## src/common/rcs_pkg.sv

```systemverilog
/*
 * Constants and carrier types for the reset-cause and core-state logic.
 * Assumes a single 20 MHz clock domain and a synchronous active-high reset.
 */
`default_nettype none
package rcs_pkg;
	// Clock rate
	localparam int unsigned CLK_HZ = 20_000_000;
	// Readiness delay, longest printed figure in microseconds
	localparam int unsigned READY_US = 10;
	localparam int unsigned READY_CYC = (READY_US * (CLK_HZ / 1_000_000) < 1) ? 1 :
		READY_US * (CLK_HZ / 1_000_000);
	localparam int unsigned READY_W = 8;
	// Program counter
	localparam int unsigned PC_W = 13;
	localparam logic [12:0] PC_RESET = 13'h0000;
	localparam logic [12:0] PC_VECTOR = 13'h0004;
	localparam logic [12:0] PC_STEP = 13'h0001;
	// Watchdog counter and prescaler width
	localparam int unsigned WDOG_W = 8;
	localparam int unsigned WPRE_W = 16;
	localparam logic [7:0] WDOG_CLEAR = 8'h00;
	localparam logic [15:0] WPRE_CLEAR = 16'h0000;
	// Register file of preserved and resettable words
	localparam int unsigned DATA_W = 8;
	localparam int unsigned KEEP_DEPTH = 16;
	localparam int unsigned KEEP_AW = 4;
	localparam logic [7:0] CTRL_RESET = 8'h00;
	// Wake flag widths
	localparam int unsigned IFLAG_W = 8;
	localparam logic [7:0] IFLAG_CLEAR = 8'h00;

	// Event causes, one-hot
	typedef enum logic [6:0] {
		RCS_EV_NONE   = 7'b0000001,
		RCS_EV_POR    = 7'b0000010,
		RCS_EV_EXTERNAL_MASTER_CLEAR   = 7'b0000100,
		RCS_EV_EXTERNAL_MASTER_CLEAR_S = 7'b0001000,
		RCS_EV_WDT    = 7'b0010000,
		RCS_EV_WDT_S  = 7'b0100000,
		RCS_EV_BOR    = 7'b1000000
	} rcs_cause_t;

	// Core sequencing states, one-hot
	typedef enum logic [3:0] {
		RCS_ST_HOLD  = 4'b0001,
		RCS_ST_RUN   = 4'b0010,
		RCS_ST_SLEEP = 4'b0100,
		RCS_ST_WAKE  = 4'b1000
	} rcs_state_t;

	// Status seen by software
	typedef struct packed {
		logic timeout;      // Time-out status bit
		logic powerdown;    // Power-down status bit
		logic por_n;        // Cleared by power-on
		logic bor_n;        // Cleared by brown-out
	} rcs_status_t;

	// Wake-up flag sets from the peripherals
	typedef struct packed {
		logic [7:0] interrupt_control_reg;
		logic [7:0] pflag1;
		logic [7:0] pflag2;
	} rcs_flags_t;

	// Readiness delay down-count step
	function automatic logic [7:0] rcs_dec(input logic [7:0] v);
		rcs_dec = (v == 8'h00) ? 8'h00 : v - 8'h01;
	endfunction : rcs_dec
endpackage : rcs_pkg
`default_nettype wire

```

## src/hw/rcs_sync.sv

```systemverilog
/*
 * Two-stage synchroniser for asynchronous level inputs.
 * Assumes one clock; the first stage feeds only the second.
 */
`timescale 1ns/1ns
`default_nettype none
module rcs_sync #(
	parameter int unsigned W = 1
) (
	input wire logic clk,          // System clock
	input wire logic rst,          // Sync reset, active high
	input wire logic ce,           // Clock enable
	input wire logic [W-1:0] d,    // Async input
	output logic [W-1:0] q         // Synchronised level
);
	logic [W-1:0] s1_q;
	logic [W-1:0] s1_d;
	logic [W-1:0] q_d;

	// Next values
	always_comb begin
		s1_d = ce ? d : s1_q;
		q_d = ce ? s1_q : q;
	end

	// Registers, reset low
	always_ff @(posedge clk) begin
		if (rst) begin
			s1_q <= '0;
			q <= '0;
		end else begin
			s1_q <= s1_d;
			q <= q_d;
		end
	end
endmodule : rcs_sync
`default_nettype wire

```

## src/hw/rcs_keep_mem.sv

```systemverilog
/*
 * Small register store that no reset initialises.
 * Assumes one clock; read data come out of a register.
 */
`timescale 1ns/1ns
`default_nettype none
module rcs_keep_mem #(
	parameter int unsigned DW = rcs_pkg::DATA_W,
	parameter int unsigned DEPTH = rcs_pkg::KEEP_DEPTH,
	parameter int unsigned AW = rcs_pkg::KEEP_AW
) (
	input wire logic clk,          // System clock
	input wire logic ce,           // Clock enable
	input wire logic we,           // Write strobe
	input wire logic [AW-1:0] addr, // Word address
	input wire logic [DW-1:0] wdata, // Write data
	output logic [DW-1:0] rdata    // Registered read data
);
	logic [DW-1:0] mem [DEPTH];

	// No reset at all: contents survive every reset type
	always_ff @(posedge clk) begin
		if (ce && we) begin
			mem[addr] <= wdata;
		end
		if (ce) begin
			rdata <= mem[addr];
		end
	end
endmodule : rcs_keep_mem
`default_nettype wire

```

## src/hw/rcs_core.sv

```systemverilog
/*
 * Reset cause and core state logic: sorts reset and wake events, sets the
 * program counter and the status bits, holds the core in reset until the
 * readiness delay ends, and keeps a store untouched by reset.
 * Assumes the master-clear, brown-out and power-on pins are asynchronous;
 * watchdog, sleep and interrupt signals come from the same clock domain.
 */
`timescale 1ns/1ns
`default_nettype none
// Behaviour
// (RL1) Six events are told apart: power-on, master clear running, master clear asleep, watchdog running, watchdog wake, brown-out.
// (RL2) A store of registers is never initialised by reset and keeps its content through all resets.
// (RL3) All other registers load reset values on every reset except a watchdog wake.
// (RL4) A watchdog wake from sleep loads no reset values and resumes execution.
// (RL5) After power-on, brown-out or wake from sleep the core waits a readiness delay before running.
// (RL6) Each cause leaves a time-out and power-down pair, brown-out the same one as power-on; power-on sets both and clears the PC.
// (RL7) Master clear while running clears the PC and leaves both status bits unchanged.
// (RL8) Master clear during sleep clears the PC, sets time-out and clears power-down.
// (RL9) Watchdog reset while running clears the PC, clears time-out and sets power-down.
// (RL10) Watchdog wake continues at PC plus one and clears both status bits.
// (RL11) Interrupt wake continues at PC plus one, sets time-out and clears power-down.
// (RL12) Interrupt wake with global enable set loads the interrupt vector into the PC.
// (RL13) A wake updates only the interrupt flag bits that caused it.
// (RL14) The sleep instruction clears the watchdog and prescaler, sets time-out, clears power-down, stops the oscillator.
// (RL15) One power-control bit clears on brown-out, another on power-on, both kept on other resets.
// (RL16) All sources merge into one reset held until the delay ends, with cause bits captured before release.
module rcs_core #(
	parameter int unsigned READY_CYCLES = rcs_pkg::READY_CYC
) (
	input wire logic clk,                  // 20 MHz clock
	input wire logic rst,                  // Sync reset, treated as power-on
	input wire logic ce,                   // Clock enable, freezes state
	input wire logic external_master_clear_n, // Master clear pin, low active
	input wire logic brownout_reset,       // Supply monitor brown-out level
	input wire logic power_on_n,           // Supply monitor power-good, low = power-on
	input wire logic watchdog_timer_ovf,   // Watchdog overflow pulse
	input wire logic sleep_exec,           // Sleep instruction executed
	input wire logic irq_wake,             // Enabled interrupt pending
	input wire logic global_interrupt_enable, // Global interrupt enable
	input wire logic step_pc,              // Core advances PC
	input wire rcs_pkg::rcs_flags_t wake_flags, // Flag bits causing wake
	input wire logic [rcs_pkg::DATA_W-1:0] ctrl_wdata, // Register write data
	input wire logic ctrl_we,              // Resettable register write
	input wire logic keep_we,              // Preserved store write
	input wire logic [rcs_pkg::KEEP_AW-1:0] keep_addr, // Store address
	output logic core_reset,               // Merged internal reset
	output logic core_ready,               // Core may execute
	output logic osc_run,                  // Oscillator enable
	output logic [rcs_pkg::PC_W-1:0] pc,   // Program counter
	output rcs_pkg::rcs_status_t status,   // Status and power-control bits
	output rcs_pkg::rcs_cause_t last_cause, // Last recorded event
	output rcs_pkg::rcs_flags_t int_flags, // Interrupt flag registers
	output logic [rcs_pkg::WDOG_W-1:0] wdog_count, // Watchdog counter
	output logic [rcs_pkg::WPRE_W-1:0] wdog_pre, // Watchdog prescaler
	output logic [rcs_pkg::DATA_W-1:0] ctrl_reg, // Resettable register
	output logic [rcs_pkg::DATA_W-1:0] keep_rdata // Preserved store data
);
	////////////////////////////////////////////////////////////////////////
	// Pin synchronisers
	logic external_master_clear_s;
	logic bor_s;
	logic pwr_s;
	logic external_master_clear_act;
	logic bor_act;
	logic por_act;

	rcs_sync #(.W(3)) u_sync (
		.clk(clk),
		.rst(rst),
		.ce(ce),
		.d({~external_master_clear_n, brownout_reset, ~power_on_n}),
		.q({external_master_clear_s, bor_s, pwr_s})
	);

	// Power-on covers the reset port too; power-on outranks brown-out
	assign por_act = rst | pwr_s;
	assign bor_act = bor_s & ~por_act;
	assign external_master_clear_act = external_master_clear_s & ~por_act & ~bor_s;

	////////////////////////////////////////////////////////////////////////
	// State, cause, PC and status
	rcs_pkg::rcs_state_t st_q, st_d;
	rcs_pkg::rcs_cause_t cause_q, cause_d;
	rcs_pkg::rcs_status_t stat_q, stat_d;
	logic [rcs_pkg::PC_W-1:0] pc_q, pc_d;
	logic [rcs_pkg::READY_W-1:0] dly_q, dly_d;
	logic hard_rst;

	// Any reset that reloads registers; watchdog wake is not one
	assign hard_rst = por_act | bor_act | external_master_clear_act |
		(watchdog_timer_ovf && st_q != rcs_pkg::RCS_ST_SLEEP); // RL3 RL4

	// Next-state logic for sequencing and recorded cause
	always_comb begin
		st_d = st_q;
		cause_d = cause_q;
		stat_d = stat_q;
		pc_d = pc_q;
		dly_d = rcs_pkg::rcs_dec(dly_q);
		if (por_act) begin
			cause_d = rcs_pkg::RCS_EV_POR; // RL1
			stat_d = '{timeout: 1'b1, powerdown: 1'b1, por_n: 1'b0, bor_n: 1'b1}; // RL6 RL15
			pc_d = rcs_pkg::PC_RESET; // RL6
			st_d = rcs_pkg::RCS_ST_HOLD;
			dly_d = READY_CYCLES[rcs_pkg::READY_W-1:0]; // RL5
		end else if (bor_act) begin
			cause_d = rcs_pkg::RCS_EV_BOR; // RL1
			stat_d.timeout = 1'b1;
			stat_d.powerdown = 1'b1;
			stat_d.bor_n = 1'b0; // RL15
			pc_d = rcs_pkg::PC_RESET;
			st_d = rcs_pkg::RCS_ST_HOLD;
			dly_d = READY_CYCLES[rcs_pkg::READY_W-1:0]; // RL5
		end else if (external_master_clear_act) begin
			pc_d = rcs_pkg::PC_RESET; // RL7 RL8
			if (st_q == rcs_pkg::RCS_ST_SLEEP) begin
				cause_d = rcs_pkg::RCS_EV_EXTERNAL_MASTER_CLEAR_S; // RL1
				stat_d.timeout = 1'b1; // RL8
				stat_d.powerdown = 1'b0; // RL8
			end else if (st_q != rcs_pkg::RCS_ST_HOLD || cause_q != rcs_pkg::RCS_EV_EXTERNAL_MASTER_CLEAR_S) begin
				cause_d = rcs_pkg::RCS_EV_EXTERNAL_MASTER_CLEAR; // RL1 RL7
			end
			st_d = rcs_pkg::RCS_ST_HOLD;
			dly_d = (cause_d == rcs_pkg::RCS_EV_EXTERNAL_MASTER_CLEAR_S) ?
				READY_CYCLES[rcs_pkg::READY_W-1:0] : dly_q; // RL5
		end else begin
			unique case (st_q)
				rcs_pkg::RCS_ST_HOLD: begin
					// Release only after the delay; cause already latched
					if (dly_q == '0) begin
						st_d = rcs_pkg::RCS_ST_RUN; // RL16
					end
				end
				rcs_pkg::RCS_ST_RUN: begin
					if (watchdog_timer_ovf) begin
						cause_d = rcs_pkg::RCS_EV_WDT; // RL1
						stat_d.timeout = 1'b0; // RL9
						stat_d.powerdown = 1'b1; // RL9
						pc_d = rcs_pkg::PC_RESET; // RL9
						st_d = rcs_pkg::RCS_ST_HOLD;
					end else if (sleep_exec) begin
						stat_d.timeout = 1'b1; // RL14
						stat_d.powerdown = 1'b0; // RL14
						st_d = rcs_pkg::RCS_ST_SLEEP;
					end else if (step_pc) begin
						pc_d = pc_q + rcs_pkg::PC_STEP;
					end
				end
				rcs_pkg::RCS_ST_SLEEP: begin
					if (watchdog_timer_ovf) begin
						cause_d = rcs_pkg::RCS_EV_WDT_S; // RL1
						stat_d.timeout = 1'b0; // RL10
						stat_d.powerdown = 1'b0; // RL10
						pc_d = pc_q + rcs_pkg::PC_STEP; // RL10
						st_d = rcs_pkg::RCS_ST_WAKE;
						dly_d = READY_CYCLES[rcs_pkg::READY_W-1:0]; // RL5
					end else if (irq_wake) begin
						cause_d = rcs_pkg::RCS_EV_NONE;
						stat_d.timeout = 1'b1; // RL11
						stat_d.powerdown = 1'b0; // RL11
						pc_d = global_interrupt_enable ? rcs_pkg::PC_VECTOR :
							pc_q + rcs_pkg::PC_STEP; // RL11 RL12
						st_d = rcs_pkg::RCS_ST_WAKE;
						dly_d = READY_CYCLES[rcs_pkg::READY_W-1:0]; // RL5
					end
				end
				rcs_pkg::RCS_ST_WAKE: begin
					if (dly_q == '0) begin
						st_d = rcs_pkg::RCS_ST_RUN; // RL5
					end
				end
			endcase
		end
	end

	// Registers; rst is a power-on, so cause logic above already handles it
	always_ff @(posedge clk) begin
		if (rst) begin
			st_q <= rcs_pkg::RCS_ST_HOLD;
			cause_q <= rcs_pkg::RCS_EV_POR;
			stat_q <= '{timeout: 1'b1, powerdown: 1'b1, por_n: 1'b0, bor_n: 1'b1};
			pc_q <= rcs_pkg::PC_RESET;
			dly_q <= READY_CYCLES[rcs_pkg::READY_W-1:0];
		end else if (ce) begin
			st_q <= st_d;
			cause_q <= cause_d;
			stat_q <= stat_d;
			pc_q <= pc_d;
			dly_q <= dly_d;
		end
	end

	////////////////////////////////////////////////////////////////////////
	// Watchdog counter, prescaler, flags and resettable register
	logic [rcs_pkg::WDOG_W-1:0] wd_q, wd_d;
	logic [rcs_pkg::WPRE_W-1:0] wp_q, wp_d;
	rcs_pkg::rcs_flags_t fl_q, fl_d;
	logic [rcs_pkg::DATA_W-1:0] cr_q, cr_d;
	logic waking;

	assign waking = st_q == rcs_pkg::RCS_ST_SLEEP && st_d == rcs_pkg::RCS_ST_WAKE;

	// Prescaler ticks the counter; sleep entry and resets clear both
	always_comb begin
		wd_d = wd_q;
		wp_d = wp_q + 16'h0001;
		fl_d = fl_q;
		cr_d = ctrl_we ? ctrl_wdata : cr_q;
		if (wp_q == '1) begin
			wd_d = wd_q + 8'h01;
		end
		if (hard_rst || (st_q == rcs_pkg::RCS_ST_RUN && sleep_exec)) begin
			wd_d = rcs_pkg::WDOG_CLEAR; // RL14
			wp_d = rcs_pkg::WPRE_CLEAR; // RL14
		end
		if (hard_rst) begin
			fl_d = '{interrupt_control_reg: rcs_pkg::IFLAG_CLEAR, pflag1: rcs_pkg::IFLAG_CLEAR,
				pflag2: rcs_pkg::IFLAG_CLEAR}; // RL3
			cr_d = rcs_pkg::CTRL_RESET; // RL3
		end else if (waking) begin
			// Only causing bits set; others keep their value
			fl_d = fl_q | wake_flags; // RL13 RL4
		end
	end

	// Registered state of this group
	always_ff @(posedge clk) begin
		if (rst) begin
			wd_q <= rcs_pkg::WDOG_CLEAR;
			wp_q <= rcs_pkg::WPRE_CLEAR;
			fl_q <= '0;
			cr_q <= rcs_pkg::CTRL_RESET;
		end else if (ce) begin
			wd_q <= wd_d;
			wp_q <= wp_d;
			fl_q <= fl_d;
			cr_q <= cr_d;
		end
	end

	////////////////////////////////////////////////////////////////////////
	// Preserved store: never reset, written only while running
	rcs_keep_mem u_keep (
		.clk(clk),
		.ce(ce),
		.we(keep_we && st_q == rcs_pkg::RCS_ST_RUN), // RL2
		.addr(keep_addr),
		.wdata(ctrl_wdata),
		.rdata(keep_rdata)
	);

	////////////////////////////////////////////////////////////////////////
	// Outputs
	assign core_reset = st_q == rcs_pkg::RCS_ST_HOLD; // RL16
	assign core_ready = st_q == rcs_pkg::RCS_ST_RUN; // RL5
	assign osc_run = st_q != rcs_pkg::RCS_ST_SLEEP; // RL14
	assign pc = pc_q;
	assign status = stat_q;
	assign last_cause = cause_q;
	assign int_flags = fl_q;
	assign wdog_count = wd_q;
	assign wdog_pre = wp_q;
	assign ctrl_reg = cr_q;

	////////////////////////////////////////////////////////////////////////
	// Checks
	property p_wdt_run;
		@(posedge clk) disable iff (rst)
		(ce && !por_act && !bor_act && !external_master_clear_act && st_q == rcs_pkg::RCS_ST_RUN &&
		watchdog_timer_ovf) |=> (pc == rcs_pkg::PC_RESET && !status.timeout && status.powerdown);
	endproperty
	a_wdt_run: assert property (p_wdt_run) else $error("watchdog reset status wrong"); // RL9

	property p_wdt_wake;
		@(posedge clk) disable iff (rst)
		(ce && !por_act && !bor_act && !external_master_clear_act && st_q == rcs_pkg::RCS_ST_SLEEP &&
		watchdog_timer_ovf) |=> (pc == $past(pc) + rcs_pkg::PC_STEP &&
		!status.timeout && !status.powerdown && ctrl_reg == $past(ctrl_reg));
	endproperty
	a_wdt_wake: assert property (p_wdt_wake) else $error("watchdog wake wrong"); // RL10

	property p_irq_vec;
		@(posedge clk) disable iff (rst)
		(ce && !por_act && !bor_act && !external_master_clear_act && st_q == rcs_pkg::RCS_ST_SLEEP &&
		!watchdog_timer_ovf && irq_wake && global_interrupt_enable)
		|=> (pc == rcs_pkg::PC_VECTOR && status.timeout && !status.powerdown);
	endproperty
	a_irq_vec: assert property (p_irq_vec) else $error("interrupt vector not loaded"); // RL12

	property p_sleep;
		@(posedge clk) disable iff (rst)
		(ce && !hard_rst && st_q == rcs_pkg::RCS_ST_RUN && sleep_exec)
		|=> (wdog_count == rcs_pkg::WDOG_CLEAR && !osc_run && status.timeout && !status.powerdown);
	endproperty
	a_sleep: assert property (p_sleep) else $error("sleep entry wrong"); // RL14

	property p_external_master_clear_run;
		@(posedge clk) disable iff (rst)
		(ce && external_master_clear_act && st_q == rcs_pkg::RCS_ST_RUN) |=> (pc == rcs_pkg::PC_RESET &&
		status.timeout == $past(status.timeout) && status.powerdown == $past(status.powerdown));
	endproperty
	a_external_master_clear_run: assert property (p_external_master_clear_run) else $error("master clear changed status"); // RL7

	property p_bor;
		@(posedge clk) disable iff (rst)
		(ce && bor_act) |=> (!status.bor_n && status.por_n == $past(status.por_n) && core_reset);
	endproperty
	a_bor: assert property (p_bor) else $error("brown-out bits wrong"); // RL15
endmodule : rcs_core
`default_nettype wire

```

## config.mk

```make
export PLATFORM = sky130hd
export DESIGN_NAME = rcs_core
export DESIGN_NICKNAME = d
export VERILOG_FILES = /design/src/common/rcs_pkg.sv /design/src/hw/rcs_sync.sv /design/src/hw/rcs_keep_mem.sv /design/src/hw/rcs_core.sv
export SDC_FILE = /design/constraint.sdc
export NUM_CORES = 1
export LEC_CHECK = 0
export ABC_AREA = 1
export BUFFER_PORTS_ARGS = -buffer_cell sky130_fd_sc_hd__buf_2
export CORE_ASPECT_RATIO = 0.7
export CORE_MARGIN = 2
export CORE_UTILIZATION = 45
export CTS_CLUSTER_SIZE = 14
export DETAILED_ROUTE_END_ITERATION = 10
export PLACE_DENSITY = 0.72
export SLEW_MARGIN = 25
export SYNTH_ARGS = -nofsm -noshare
export SYNTH_HDL_FRONTEND = slang
export SYNTH_SLANG_ARGS = --single-unit
export TNS_END_PERCENT = 30
```

## constraint.sdc

```tcl
create_clock -name clk -period 2.96 [get_ports clk]
set_clock_uncertainty 0.15 [all_clocks]
set_input_delay 0.296 -clock clk [delete_from_list [all_inputs] [get_ports clk]]
set_output_delay 0.296 -clock clk [all_outputs]
set_load 0.005 [all_outputs]
```

==> results of run 1 <==
## power breakdown
group	total [mW]	internal, mW	switching (mW)
Clock	3.03	1.80	1.22
Sequential	3.51	3.48	0.0285
Combinational	0.504	0.178	0.326
Total	7.04	5.46	1.58
## repair_timing
item / CTS / global route
hold buffers: 28 / 0
endpoints found under the hold margin: 31 / 0
setup buffers: 0 / 0
## logic make-up (layout without fill, tap and decap cells)
logic type,count (synthesis),in the layout,share of synthesized area (%)
xor+xnor,12,12,1.09
fa+ha+maj,5,5,0.652
other cells,1,1,0.0391
flops,233,233,62.8
compound gates,179,179,11.5
simple gates,402,402,18.3
buf+inv,136,333,5.63
## Yosys cell counts, types with 3 or more instances
cell | n | area, um^2
o22ai_1 | 7 | 43.8
o21ai_1 | 6 | 30.0
nand2_2 | 7 | 43.8
edfxtp_1 | 136 | 4080
inv_1 | 102 | 383
dfxtp_1 | 97 | 1940
buf_1 | 4 | 15.0
o21ai_0 | 31 | 155
xor2_1 | 12 | 105
a22oi_1 | 64 | 480
nor2_1 | 97 | 364
nand3_1 | 30 | 150
nor3_1 | 10 | 50.1
inv_2 | 7 | 26.3
nand4_1 | 24 | 150
nand2_1 | 213 | 800
a21oi_1 | 59 | 295
clkbuf_1 | 16 | 60.1
nor2_2 | 4 | 25.0
buf_6 | 3 | 33.8
nand3_2 | 5 | 50.1
ha_1 | 5 | 62.6
## final cells by class
class                      instances  area [um^2]  area share [%]
sequential                       233         6030            51.5
clock inverter                    14          173            1.48
multi-input combinational        599         3040            26.0
clock buffer                      28          604            5.17
inverter                         111          419            3.58
timing repair buffer             180         1090            9.31
tap                              276          345            2.95
## per-layer routing
layer	vias up	GRT usage, %	wire length, um
li1	3682	-	-
met2	281	31.3	10100
met3	28	4.23	2000
met4	0	4.54	406
met5	-	0	0
met1	3561	32.0	11700
## final timing paths
kind / start / end / slack [ps] / depth (start not counted)
worst min register to register: int_flags[11] / int_flags[11] / 300 / 2
worst max-delay path: rst / int_flags[3] / 630 / 9
worst max register to register: st_q[2] / u_keep.mem[1][7] / 630 / 5
worst min-delay path: ce / u_keep.rdata[6] / 50 / 1
## cell usage in the layout, fill, tap and decap left out, drive strengths merged, types with 4 or more instances in the layout
master	count
a21oi	61
a22oi	64
buf	152
bufinv	4
clkbuf	28
clkinv	8
dfxtp	97
dlygate4sd3	28
edfxtp	136
ha	5
inv	111
nand2	221
nand3	35
nand4	24
nor2	104
nor3	11
o21ai	39
o22ai	7
xor2	12
==> flow_summary_export.csv, run 1 <==
group,metric,value,unit
status,status,"finished clean",
detailed_routing,drtIter0Drc,713,
sta,relSlewSlack,46.1,%
worst_setup_path,crit_slowest_cell,"dlygate4sd3_1",
detailed_routing,viasPerCell,5.24,
clocking,clockBufferDepth,3,
layout,fill_cells,1780,
sta,fin_crit_sh,78.7,%
die,core,20800,um^2
worst_setup_path,path_class,"input pin to register",
die,die_y,126,um
logic_synthesis,ys_types,45,
detailed_routing,postRouteWirelength,24.2,mm
layout,instances_no_fill,1441,
clocking,clock_latency,520,ps
flow_run,cap_violations,0,
layout,utilization,56.2,%
worst_setup_path,cp_slowest_stage_delay,560,ps
sta,rsz0062_at_grt,"no",
sta,whs,47.9,ps
worst_setup_path,start_kind,"input pin",
grt,grt_pass1_vias,7154,
die,dieArea,22500,um^2
logic_synthesis,synthFlopType,"edfxtp_1",
sta,layout_setup_ws,630,ps
logic_synthesis,synth-edff-count,136,
layout,area_growth,21.8,%
grt,grt_util_all_layers,21.1,%
layout,largest_reg_flops,128,
logic_synthesis,syn_nets,1022,
worst_setup_path,crit_required,3230,ps
sta,min_period,2330,ps
place,pre_cts_ws,600,ps
grt,grt_max_degree,33,
power_and_ir_drop,vdd_drop_max,0.000455,V
die,start_util,46.1,%
logic_synthesis,syn-cell-area,9600,um^2
worst_setup_path,worstPathArrival,2600,ps
power_and_ir_drop,p_leak,4.73,nW
detailed_routing,ant_nets,0,
sta,setup_tns,0,ps
place,place_inst,1371,
detailed_routing,dr.pass1.iters,5,
detailed_routing,drc,0,
worst_setup_path,worstPathCellList,"dlygate4sd3_1, buf_2, inv_4, nand2_2, nor2_8, nand2_1, nand2_1, nand2_1, a21oi_1",
worst_setup_path,crit_buf_inv,3,
worst_setup_path,cp-end-kind,"register",
hold_path,hold_class,"input pin to register",
sta,fmax,0.429,GHz
clocking,htree_num_levels,1,
detailed_routing,post_drt_wl_per_cell,16.8,um
grt,grt_remaining_overflow,0,
die,ioPinCount,140,
logic_synthesis,synth-seq-area-share,62.8,%
power_and_ir_drop,pwr_density_cell,602,nW/um^2
sta,final_max_slew_viol_count,0,
logic_synthesis,synth-seq-cells,233,
layout,layout.nets,1202,
detailed_routing,via_count,7552,
clocking,clock-sinks,233,
clocking,cts-root-buf,"clkbuf_16",
grt,grt_pass1_wl,37.6,mm
place,dp_hpwl,16.3,mm
place,globalplace.congestion,0.918,
layout,antenna_cells,0,
place,io_buffers,138,
logic_synthesis,async_flop_share,0,%
worst_setup_path,crit_family,"simple AND/OR/NAND/NOR gates",
layout,top_register,"u_keep.mem",
clocking,tritoncts,"built",
clocking,clk_pin_slew_worst_paths,60,ps
place,dpl_cell_area,10600,um^2
layout,finish.instance_area,11700,um^2
logic_synthesis,netlist_instances,968,
clocking,cts_buffers,23,
die,die_width,179,um
sta,setup_viol,0,
grt,antenna_found_initial,0,
sta,tightest_slew,807,ps
worst_setup_path,cp_common_cell,"nand2_1",
die,rows,44,
clocking,ctsResizeCount,0,
layout,drive_above_1_share,19.1,%
logic_synthesis,yosys_warnings,0,
power_and_ir_drop,power,7.04,mW
worst_setup_path,path_max_fanout,24,
sta,hold_viol,0,
logic_synthesis,synth_area_per_cell,9.92,um^2
Power figures use the tool's default switching activity.
==> inputs of run 2 (changes only) <==
==> constraint.sdc (replaced) <==
create_clock -name clk -period 2.3 [get_ports clk]
set_clock_uncertainty 0.15 [all_clocks]
set_input_delay 0.23 -clock clk [delete_from_list [all_inputs] [get_ports clk]]
set_output_delay 0.23 -clock clk [all_outputs]
set_load 0.005 [all_outputs]
==> run 2 against run 1 <==
Routed wire length increased by 2.5%. Worst setup slack worse by 490 ps. Combinational power rose by 31%. Count of clock-buffer cells in the layout up 3. Clock power rose by 24%. Core utilization is 0.55 points higher. Critical path depth increased by 1.
==> flow_summary_export.csv, run 2 (synthesized netlist as in run 1, its figures left out) <==
group,metric,value,unit
worst_setup_path,crit_family,"simple AND/OR/NAND/NOR gates",
layout,antenna_cells,0,
die,dieArea,22500,um^2
grt,grt_pass1_wl,38.2,mm
worst_setup_path,crit_slowest_cell,"dlygate4sd3_1",
place,dp_hpwl,16.8,mm
clocking,ctsResizeCount,0,
grt,grt_remaining_overflow,0,
worst_setup_path,cp_common_cell,"nand3_1",
die,rows,44,
sta,min_period,2160,ps
clocking,cts-root-buf,"clkbuf_16",
layout,layout.nets,1221,
worst_setup_path,worstPathArrival,2430,ps
detailed_routing,dr.pass1.iters,5,
grt,antenna_found_initial,0,
grt,grt_util_all_layers,21.6,%
layout,area_growth,23.0,%
power_and_ir_drop,pwr_density_cell,757,nW/um^2
clocking,clockBufferDepth,3,
worst_setup_path,start_kind,"input pin",
worst_setup_path,cp_slowest_stage_delay,560,ps
worst_setup_path,worstPathCellList,"dlygate4sd3_1, buf_2, nor2_4, nand3_1, o21bai_1, nor2_1, nand3_1, nand2_2, nand2_1, a21oi_1",
die,start_util,46.1,%
place,globalplace.congestion,0.974,
die,die_width,179,um
layout,most-common-layout-cells,"213 x nand2_1, 138 x buf_2, 136 x edfxtp_1",
worst_setup_path,crit_buf_inv,2,
power_and_ir_drop,vdd_drop_max,0.000429,V
clocking,htree_num_levels,1,
place,io_buffers,138,
place,pre_cts_ws,242,ps
clocking,clock_latency,510,ps
hold_path,hold_class,"input pin to register",
detailed_routing,ant_nets,0,
clocking,tritoncts,"built",
detailed_routing,post_drt_wl_per_cell,17.0,um
worst_setup_path,crit_required,2580,ps
detailed_routing,drc,0,
die,core,20800,um^2
clocking,cts_buffers,23,
sta,rsz0062_at_grt,"no",
sta,setup_viol,0,
flow_run,cap_violations,0,
layout,drive_above_1_share,20.1,%
detailed_routing,drtIter0Drc,637,
die,die_y,126,um
layout,utilization,56.7,%
worst_setup_path,path_max_fanout,24,
sta,setup_tns,0,ps
sta,tightest_slew,526,ps
grt,grt_max_degree,34,
sta,fmax,0.464,GHz
clocking,cts_hold_buf,29,
detailed_routing,postRouteWirelength,24.8,mm
worst_setup_path,cp-end-kind,"register",
worst_setup_path,path_class,"input pin to register",
clocking,clock-sinks,233,
clocking,cts_setup_buffers,0,
clocking,clk_pin_slew_worst_paths,60,ps
sta,final_max_slew_viol_count,0,
power_and_ir_drop,p_leak,4.82,nW
layout,final_common_cell,"nand2_1",
sta,layout_setup_ws,144,ps
layout,largest_reg_flops,128,
status,status,"finished clean",
sta,hold_viol,0,
sta,relSlewSlack,64.8,%
die,ioPinCount,140,
layout,top_register,"u_keep.mem",
detailed_routing,via_count,7721,
grt,grt_pass1_vias,7129,
detailed_routing,viasPerCell,5.29,
sta,fin_crit_sh,93.7,%
==> run 2: final timing paths <==
| path | from | end | slack (ps) | cells after the start |
|---|---|---|---|---|
| max | rst | int_flags[15] | 140 | 10 |
| max reg2reg | st_q[2] | u_keep.mem[3][7] | 190 | 6 |
| min reg2reg | int_flags[2] | int_flags[2] | 300 | 2 |
| min | ctrl_wdata[7] | u_keep.mem[9][7] | 20 | 1 |
==> run 2: through the flow <==
step | total power, mW | hold slack (ps) | std cells | area, um^2
floorplan | 4.94 | 179 | 968 | 9600
global placement | 5.21 | 279 | 1389 | 10800
detailed placement | 5.21 | 282 | 1389 | 10800
CTS | 9.01 | 11.7 | 1459 | 11800
global route | 9.25 | 30.4 | 1459 | 11800
finish | 8.94 | 24.3 | 1459 | 11800
==> run 2: power breakdown <==
group          total [mW]  switching (mW)  internal [mW]
clock                3.77            1.55           2.22
combinational       0.661           0.424          0.237
sequential           4.51          0.0375           4.48
==> run 2: routing by layer <==
metal  up-vias  routed length [um]  global-route usage, %
met5         -                   0                      0
met1      3640               12000                   33.3
met3        34                2320                   5.25
met2       339               10000                   30.8
li1       3708                   -                      -
met4         0                 442                   4.59
==> run 2: area by class of cell <==
class                   instances  area [um^2]
fillers                      1798         9000
flip-flops and latches        233         6030
multi-input cells             599         3040
repair buffers                199         1230
clock buffers                  31          616
inverters                     111          419
well taps                     276          345
clock inverters                10          130
